[src/odg_pkg.sv]
// Purpose: Constants for the output driver gain register bank
// Assumes: One clock at 200 MHz, registers reached over the internal control-port strobes
// Notes: Offsets are byte addresses of the serial control port page
//
// Contract
// - Left headphone route bit follows volume bit seven
// - Right headphone route bit follows volume bit seven
// - Left speaker route bit follows volume bit seven
// - Right speaker route bit follows volume bit seven
// - Seven-bit volume codes, reset to all ones
// - Left headphone gain field, 0 to 9 dB
// - Right headphone gain field, same encoding
// - Left headphone unmute bit, reset muted
// - Right headphone unmute bit, reset muted
// - Left speaker unmute bit, reset muted
// - Left speaker gain field selects 6-24 dB
// - Left headphone status high once gains applied
// - Right headphone status high once gains applied
// - Left speaker status high once gains applied
package odg_pkg;

  // ==========================================================
  // Register offsets
  localparam logic [7:0] ADDR_LHP_VOL = 8'h24;
  localparam logic [7:0] ADDR_RHP_VOL = 8'h25;
  localparam logic [7:0] ADDR_LSP_VOL = 8'h26;
  localparam logic [7:0] ADDR_RSP_VOL = 8'h27;
  localparam logic [7:0] ADDR_LHP_CTRL = 8'h28;
  localparam logic [7:0] ADDR_RHP_CTRL = 8'h29;
  localparam logic [7:0] ADDR_LSP_CTRL = 8'h2A;

  // ==========================================================
  // Field positions
  localparam int ROUTE_BIT = 7;
  localparam int VOL_MSB = 6;
  localparam int VOL_LSB = 0;
  localparam int HP_GAIN_MSB = 6;
  localparam int SP_GAIN_MSB = 4;
  localparam int GAIN_LSB = 3;
  localparam int UNMUTE_BIT = 2;
  localparam int STATUS_BIT = 0;

  // ==========================================================
  // Widths and reset values
  localparam int VOL_W = 7;
  localparam int GAIN_W = 4;
  localparam int SP_GAIN_W = 2;
  localparam int NUM_VOL = 4;
  localparam int NUM_DRV = 3;
  localparam logic [7:0] VOL_RESET = 8'h7F;
  localparam logic [7:0] HP_CTRL_RESET = 8'h02;
  localparam logic [7:0] SP_CTRL_RESET = 8'h00;
  localparam logic [7:0] READ_ZERO = 8'h00;

  // ==========================================================
  // Ramp timing
  localparam int CLK_PERIOD_PS = 5000;
  localparam int RAMP_STEP_NS = 1000;
  localparam int RAMP_STEP_CYCLES = (RAMP_STEP_NS * 1000 + CLK_PERIOD_PS - 1) / CLK_PERIOD_PS;

endpackage

[src/odg_ramp.sv]
// Purpose: Steps one driver's applied volume and gain toward the programmed codes
// Assumes: Targets come from registers on the same clock
// Notes: One code step per step period; done is high when both match
`timescale 1ns/1ps

module odg_ramp
  import odg_pkg::*;
#(
  parameter int STEP_CYCLES = RAMP_STEP_CYCLES
) (
  // Clock and reset
  input wire logic clk,
  input wire logic nrst,
  // Programmed codes
  input wire logic [VOL_W-1:0] vol_target,
  input wire logic [GAIN_W-1:0] gain_target,
  // Applied codes
  output logic [VOL_W-1:0] vol_applied,
  output logic [GAIN_W-1:0] gain_applied,
  output logic done
);

  localparam int CW = $clog2(STEP_CYCLES + 1);
  localparam logic [CW-1:0] TICK_LAST = CW'(STEP_CYCLES - 1);

  logic [CW-1:0] tick_reg;
  logic tick;

  // ==========================================================
  // Step timer, runs only while something is pending
  assign tick = (tick_reg == TICK_LAST);
  assign done = (vol_applied == vol_target) && (gain_applied == gain_target);

  always_ff @(posedge clk or negedge nrst) begin
    if (!nrst) begin
      tick_reg <= '0;
    end else if (done || tick) begin
      tick_reg <= '0;
    end else begin
      tick_reg <= tick_reg + CW'(1);
    end
  end

  // ==========================================================
  // Volume stepping
  always_ff @(posedge clk or negedge nrst) begin
    if (!nrst) begin
      vol_applied <= VOL_RESET[VOL_W-1:0];
    end else if (tick && vol_applied < vol_target) begin
      vol_applied <= vol_applied + VOL_W'(1);
    end else if (tick && vol_applied > vol_target) begin
      vol_applied <= vol_applied - VOL_W'(1);
    end
  end

  // ==========================================================
  // Gain stepping
  always_ff @(posedge clk or negedge nrst) begin
    if (!nrst) begin
      gain_applied <= '0;
    end else if (tick && gain_applied < gain_target) begin
      gain_applied <= gain_applied + GAIN_W'(1);
    end else if (tick && gain_applied > gain_target) begin
      gain_applied <= gain_applied - GAIN_W'(1);
    end
  end

endmodule

[src/odg_regs.sv]
// Purpose: Output driver volume, gain and mute register bank
// Assumes: Control-port strobes are synchronous to clk
// Notes: Read data is registered, one cycle after the read strobe
`timescale 1ns/1ps

module odg_regs
  import odg_pkg::*;
#(
  parameter int STEP_CYCLES = RAMP_STEP_CYCLES
) (
  // Clock and reset
  input wire logic clk,
  input wire logic nrst,

  // Register port
  input wire logic reg_wr,
  input wire logic reg_rd,
  input wire logic [7:0] reg_addr,
  input wire logic [7:0] reg_wdata,
  output logic [7:0] reg_rdata,

  // Headphone path
  output logic lhp_route,
  output logic rhp_route,
  output logic [VOL_W-1:0] lhp_vol,
  output logic [VOL_W-1:0] rhp_vol,
  output logic [GAIN_W-1:0] lhp_gain,
  output logic [GAIN_W-1:0] rhp_gain,
  output logic lhp_unmute,
  output logic rhp_unmute,

  // Speaker path
  output logic lsp_route,
  output logic rsp_route,
  output logic [VOL_W-1:0] lsp_vol,
  output logic [VOL_W-1:0] rsp_vol,
  output logic [SP_GAIN_W-1:0] lsp_gain,
  output logic lsp_unmute,

  // Gain-applied status
  output logic lhp_applied,
  output logic rhp_applied,
  output logic lsp_applied
);

  // ==========================================================
  // Storage
  logic [7:0] vol_reg [NUM_VOL];
  logic [7:0] ctrl_reg [NUM_DRV];
  logic [7:0] reg_rdata_next;
  logic [NUM_DRV-1:0] drv_done;
  logic [VOL_W-1:0] drv_vol [NUM_DRV];
  logic [GAIN_W-1:0] drv_gain_tgt [NUM_DRV];
  logic [GAIN_W-1:0] drv_gain [NUM_DRV];
  logic [7:0] vol_addr [NUM_VOL];
  logic [7:0] ctrl_addr [NUM_DRV];

  assign vol_addr[0] = ADDR_LHP_VOL;
  assign vol_addr[1] = ADDR_RHP_VOL;
  assign vol_addr[2] = ADDR_LSP_VOL;
  assign vol_addr[3] = ADDR_RSP_VOL;
  assign ctrl_addr[0] = ADDR_LHP_CTRL;
  assign ctrl_addr[1] = ADDR_RHP_CTRL;
  assign ctrl_addr[2] = ADDR_LSP_CTRL;

  // ==========================================================
  // Volume registers
  genvar gv;
  generate
    for (gv = 0; gv < NUM_VOL; gv++) begin : g_vol
      always_ff @(posedge clk or negedge nrst) begin
        if (!nrst) begin
          vol_reg[gv] <= VOL_RESET;
        end else if (reg_wr && reg_addr == vol_addr[gv]) begin
          vol_reg[gv] <= reg_wdata;
        end
      end
    end
  endgenerate

  // ==========================================================
  // Driver control registers
  // Status bit is not stored; reserved bits keep what is written
  genvar gd;
  generate
    for (gd = 0; gd < NUM_DRV; gd++) begin : g_ctrl
      // Last driver is the speaker, the rest are headphones
      localparam logic [7:0] CTRL_RST = (gd == NUM_DRV - 1) ? SP_CTRL_RESET : HP_CTRL_RESET;
      always_ff @(posedge clk or negedge nrst) begin
        if (!nrst) begin
          ctrl_reg[gd] <= CTRL_RST;
        end else if (reg_wr && reg_addr == ctrl_addr[gd]) begin
          ctrl_reg[gd] <= {reg_wdata[7:1], 1'b0};
        end
      end
    end
  endgenerate

  // ==========================================================
  // Gain targets per driver
  assign drv_gain_tgt[0] = ctrl_reg[0][HP_GAIN_MSB:GAIN_LSB];
  assign drv_gain_tgt[1] = ctrl_reg[1][HP_GAIN_MSB:GAIN_LSB];
  assign drv_gain_tgt[2] = {{(GAIN_W-SP_GAIN_W){1'b0}}, ctrl_reg[2][SP_GAIN_MSB:GAIN_LSB]};

  // ==========================================================
  // Ramp engines, one per driver with status
  genvar gr;
  generate
    for (gr = 0; gr < NUM_DRV; gr++) begin : g_ramp
      odg_ramp #(
        .STEP_CYCLES(STEP_CYCLES)
      ) u_ramp (
        .clk(clk),
        .nrst(nrst),
        .vol_target(vol_reg[gr][VOL_MSB:VOL_LSB]),
        .gain_target(drv_gain_tgt[gr]),
        .vol_applied(drv_vol[gr]),
        .gain_applied(drv_gain[gr]),
        .done(drv_done[gr])
      );
    end
  endgenerate

  // ==========================================================
  // Route and mute outputs
  always_ff @(posedge clk or negedge nrst) begin
    if (!nrst) begin
      lhp_route <= 1'b0;
      rhp_route <= 1'b0;
      lsp_route <= 1'b0;
      rsp_route <= 1'b0;
    end else begin
      lhp_route <= vol_reg[0][ROUTE_BIT];
      rhp_route <= vol_reg[1][ROUTE_BIT];
      lsp_route <= vol_reg[2][ROUTE_BIT];
      rsp_route <= vol_reg[3][ROUTE_BIT];
    end
  end

  always_ff @(posedge clk or negedge nrst) begin
    if (!nrst) begin
      lhp_unmute <= 1'b0;
      rhp_unmute <= 1'b0;
      lsp_unmute <= 1'b0;
    end else begin
      lhp_unmute <= ctrl_reg[0][UNMUTE_BIT];
      rhp_unmute <= ctrl_reg[1][UNMUTE_BIT];
      lsp_unmute <= ctrl_reg[2][UNMUTE_BIT];
    end
  end

  // ==========================================================
  // Applied volume and gain outputs; right speaker volume is taken straight from its register
  always_ff @(posedge clk or negedge nrst) begin
    if (!nrst) begin
      lhp_vol <= VOL_RESET[VOL_W-1:0];
      rhp_vol <= VOL_RESET[VOL_W-1:0];
      lsp_vol <= VOL_RESET[VOL_W-1:0];
      rsp_vol <= VOL_RESET[VOL_W-1:0];
      lhp_gain <= '0;
      rhp_gain <= '0;
      lsp_gain <= '0;
    end else begin
      lhp_vol <= drv_vol[0];
      rhp_vol <= drv_vol[1];
      lsp_vol <= drv_vol[2];
      rsp_vol <= vol_reg[3][VOL_MSB:VOL_LSB];
      lhp_gain <= drv_gain[0];
      rhp_gain <= drv_gain[1];
      lsp_gain <= drv_gain[2][SP_GAIN_W-1:0];
    end
  end

  // ==========================================================
  // Gain-applied status, low while a ramp is pending
  // Also waits for the output registers to catch up with the ramp
  assign lhp_applied = drv_done[0] && (lhp_vol == drv_vol[0]) && (lhp_gain == drv_gain[0]);
  assign rhp_applied = drv_done[1] && (rhp_vol == drv_vol[1]) && (rhp_gain == drv_gain[1]);
  assign lsp_applied = drv_done[2] && (lsp_vol == drv_vol[2]) && (lsp_gain == drv_gain[2][SP_GAIN_W-1:0]);

  // ==========================================================
  // Read path
  always_comb begin
    reg_rdata_next = READ_ZERO;
    unique case (reg_addr)
      ADDR_LHP_VOL: reg_rdata_next = vol_reg[0];
      ADDR_RHP_VOL: reg_rdata_next = vol_reg[1];
      ADDR_LSP_VOL: reg_rdata_next = vol_reg[2];
      ADDR_RSP_VOL: reg_rdata_next = vol_reg[3];
      ADDR_LHP_CTRL: begin
        reg_rdata_next = ctrl_reg[0];
        reg_rdata_next[STATUS_BIT] = lhp_applied;
      end
      ADDR_RHP_CTRL: begin
        reg_rdata_next = ctrl_reg[1];
        reg_rdata_next[STATUS_BIT] = rhp_applied;
      end
      ADDR_LSP_CTRL: begin
        reg_rdata_next = ctrl_reg[2];
        reg_rdata_next[STATUS_BIT] = lsp_applied;
      end
      default: reg_rdata_next = READ_ZERO;
    endcase
  end

  always_ff @(posedge clk or negedge nrst) begin
    if (!nrst) begin
      reg_rdata <= READ_ZERO;
    end else if (reg_rd) begin
      reg_rdata <= reg_rdata_next;
    end
  end

endmodule

[config.mk]
export PLATFORM = sky130hd
export DESIGN_NAME = odg_regs
export DESIGN_NICKNAME = d
export VERILOG_FILES = /design/src/odg_pkg.sv /design/src/odg_ramp.sv /design/src/odg_regs.sv
export SDC_FILE = /design/constraint.sdc
export NUM_CORES = 1
export LEC_CHECK = 0
export BUFFER_PORTS_ARGS = -buffer_cell sky130_fd_sc_hd__buf_2
export CAP_MARGIN = 40
export CORE_ASPECT_RATIO = 0.8
export CORE_MARGIN = 8
export CORE_UTILIZATION = 50
export CTS_BUF_LIST = sky130_fd_sc_hd__clkbuf_8
export DETAILED_ROUTE_END_ITERATION = 10
export GPL_TIMING_DRIVEN = 0
export HOLD_SLACK_MARGIN = 0.05
export PLACE_DENSITY = 0.78
export SETUP_SLACK_MARGIN = 0.15
export SLEW_MARGIN = 20
export SYNTH_ARGS = -nofsm -noshare
export SYNTH_HDL_FRONTEND = slang
export SYNTH_SLANG_ARGS = --single-unit
export TNS_END_PERCENT = 10
[constraint.sdc]
create_clock -name clk -period 5.6 [get_ports clk]
set_clock_uncertainty 0.2 [all_clocks]
set_input_delay 0.56 -clock clk [delete_from_list [all_inputs] [get_ports clk]]
set_output_delay 0.56 -clock clk [all_outputs]
set_load 0.05 [all_outputs]
==> impl_results.md <==
* RSZ-0062 raised after global routing: false
* Largest register FFs at 32
* Leakage power at 0.004634 uW
* Cell Rows at 42
* CP Capture Type: register
* Reg2Reg Setup Slack at between 1500 and 2000 ps
* Synthesized area at between 0.008 and 0.009 sq mm
* Worst relative slew slack at a little under half
* Synth cell types at 59
* Antenna diode count at 0
* Period minus WS final at 3804 ps
* Syn nets at slightly above 800
* Setup_tns at 0 ps
* P&R area growth vs syn at 13.36%
* Synth Area in Adders at between 10% and 20%
* HP Class: input port to register
* IO buf count at 72
* Number of CTS-inserted buffers at 17
* Status: finished, final reports clean
* Post-synthesis xor/xnor area fraction at 8.127%
* Core area at around 0.016 sq mm
* Largest family of logic cells by synthesized area: simple AND/OR/NAND/NOR gates
* H-tree Lvls at 4
* # clock sinks at ~160
* Worst-path clk slew at approximately 90 ps
* Pwr Density at roughly 240 mW/mm^2
* Worst-margin pin slew at around 800 ps
* Post-synth ARST share at 100.0%
* Area leader, netlist: dfrtp_1
* Fin Hold WS at around 180 ps
* Postcts setup bufs at 0
* I/O pins at 76
* Slowest stage cell on the critical path: dfstp_2
* EDFF count, synth at 0
* Slew Limit Fails at 0
* Critical Path, Cell by Cell: inv_1, ha_1, a211oi_1, nor2_1, nor3_1, nand2_1, fa_1, a211oi_1, o21bai_1, a21oi_1, nor3b_1, o21ai_0, xnor2_1
* Dpl ws at approximately 1900 ps
* Drt total wl at around 18000 um
* Arrival time at the worst endpoint at ~4000 ps
* Initial Utilization at about half
* Die area at approximately 0.021 sq mm
* TritonCTS clock tree: done
* WP data required at approximately 5800 ps
* Root buf cell: clkbuf_8
* Crit-path leading delay family: compound AO/OA/AOI/OAI gates
* Vias per cell at about 5.5
* Crit Path Max Fanout at 7
* Most frequent CP cell: a211oi_1
* First-pass GRT wire length at 30840 um
* Post-CTS Hold Buffers at 1
* Post-route DRC at 0
* Number of antenna violations at the first check in global routing at 0
* All-layer global routing usage at between 10% and 20%
* Final HPWL DP at 13500 um
* Max cap viols at 0
* Mux cell area share after synthesis at under 10%
* Number of synthesized register bits at ~160
* WL/cell at around 17 um
* Die Y at 131.2 um
* Fmax at ~0.26 GHz
* Post-route clock period utilization at about two thirds
* Remaining antenna violation count at 0
* Post-synthesis compound-gate area fraction at 9.982%
* Nets@finish at between 900 and 1000
* Crit start category: register
* Vias in the first global route at 5848
* Syn Inst Count at 728
* Post_cts resized at 0
* Initial DRT Pass Iterations at 5
* Sequential fraction of the synthesis area at between 50% and 60%
* Die outline width at between 150 and 200 um
* Dominant cells by area after synthesis: dfrtp_1, dfstp_2, ha_1, xor2_1, mux2_2
* Setup ws final at roughly 1800 ps
* CP peak stage delay at 540 ps
* Ys flop type: dfrtp_1
* Setup violations, final at 0
* Gpl congestion at 0.8333
* GRT overflow at 0
* Worst skew pair latency at between 400 and 500 ps
* Final hold vios at 0
* Critical path class: register to register
* Largest net degree at the start of global routing at 104
* Simple-gate share of the synthesized area at 10.72%
* Vias after detailed routing at just under 6000
* Share of the synthesized area in the top cell type at 25.33%
* Worst vdd ir at approximately 190 uV
* Initial DRC Count at around 410
* Avg Cell Area, Syn at roughly 11 sq um
* Max Root-Sink Buffers at 2
* Synth warn at 0
* CP bufs+invs at 1
* Commonest cells in the netlist: dfrtp_1, dfstp_2, ha_1
* Top-count cell post-synth: dfrtp_1
* Layout cell share with drive strength beyond 1 at between 30% and 40%
==> power by group <==
| part | internal (uW) | switching (uW) | leakage (uW) |
|---|---|---|---|
| logic | 46.4 | 91.7 | 0.00253 |
| registers | 1220 | 19.6 | 0.00192 |
| clock network | 411 | 458 | 0.000192 |
==> worst reg2reg max path: cells and delay by family, from the launching register on <==
kind                       cells  cell delay (ps)
DFF                            1              540
adders and majority gates      2              790
and+or+nand+nor                4             1000
buffers and inverters          1               50
xor gates and xnor gates       1              140
AOI/OAI and AO/OA              5             1030
==> cell type report <==
class / instances / area (sq um)
tap: 220 / 275.3
sequential: 163 / 4178
multi-input combinational: 497 / 3839
fill: 1379 / 6989
clock inverter: 14 / 152.6
timing repair buffer: 78 / 432.9
inverter: 50 / 187.7
clock buffer: 18 / 247.7
buffer: 18 / 93.84
==> per-stage QoR <==
stage               total power (uW)  std cells  utilization, %  cell area (sq um)
finish                          2247       1058           57.37               9407
global route                    2335       1058           57.37               9407
floorplan                       1331        728               -               8298
CTS                             2266       1057           57.35               9403
global placement                1391       1020           54.49               8934
detailed placement              1399       1024           54.85               8992
==> layer usage <==
layer / track usage [%] / vias to the layer above / part of all wire [%]
met5: 0 / - / 0
met4: 4.870 / 0 / 1.4
met3: 4.900 / 20 / 6.3
met2: 26.15 / 169 / 43
met1: 26.36 / 2828 / 49
li1: - / 2754 / -
==> final timing paths <==
| check | start | cells past startpoint | endpoint |
|---|---|---|---|
| worst max-delay path | vol_reg[12] | 13 | g_ramp[2].u_ramp.vol_applied[6] |
| worst min-delay path | reg_wdata[0] | 2 | vol_reg[16] |
| worst max register to register | vol_reg[12] | 13 | g_ramp[2].u_ramp.vol_applied[6] |
| worst min register to register | vol_reg[6] | 0 | rsp_vol[6] |
| max in group asynchronous | nrst | 3 | vol_reg[17] |
| min in group asynchronous | nrst | 2 | rhp_gain[0] |
==> cell usage in the layout (no fill, tap or decap), types with 7 or more instances in the layout <==
cell and instances:
a211oi_1 7, a21o_1 9, a21oi_1 23, and3_1 10, buf_2 76, clkbuf_1 11, clkbuf_8 18, dfrtp_1 84
dfstp_2 79, ha_1 58, inv_1 49, mux2_2 38, nand2_1 47, nand3_1 17, nand4_1 10, nor2_1 37
nor3_1 13, nor4_1 10, o21ai_0 56, o22ai_1 7, xnor2_1 25, xor2_1 52
==> logic make-up after synthesis <==
logic type / after synthesis
AND/OR/NAND/NOR: 173
flip-flops: 163
AO/OA/AOI/OAI: 134
XOR/XNOR: 77
buffers and inverters: 68
adder cells (fa/ha/maj): 64
multiplexers: 49
Power figures use the tool's default switching activity.
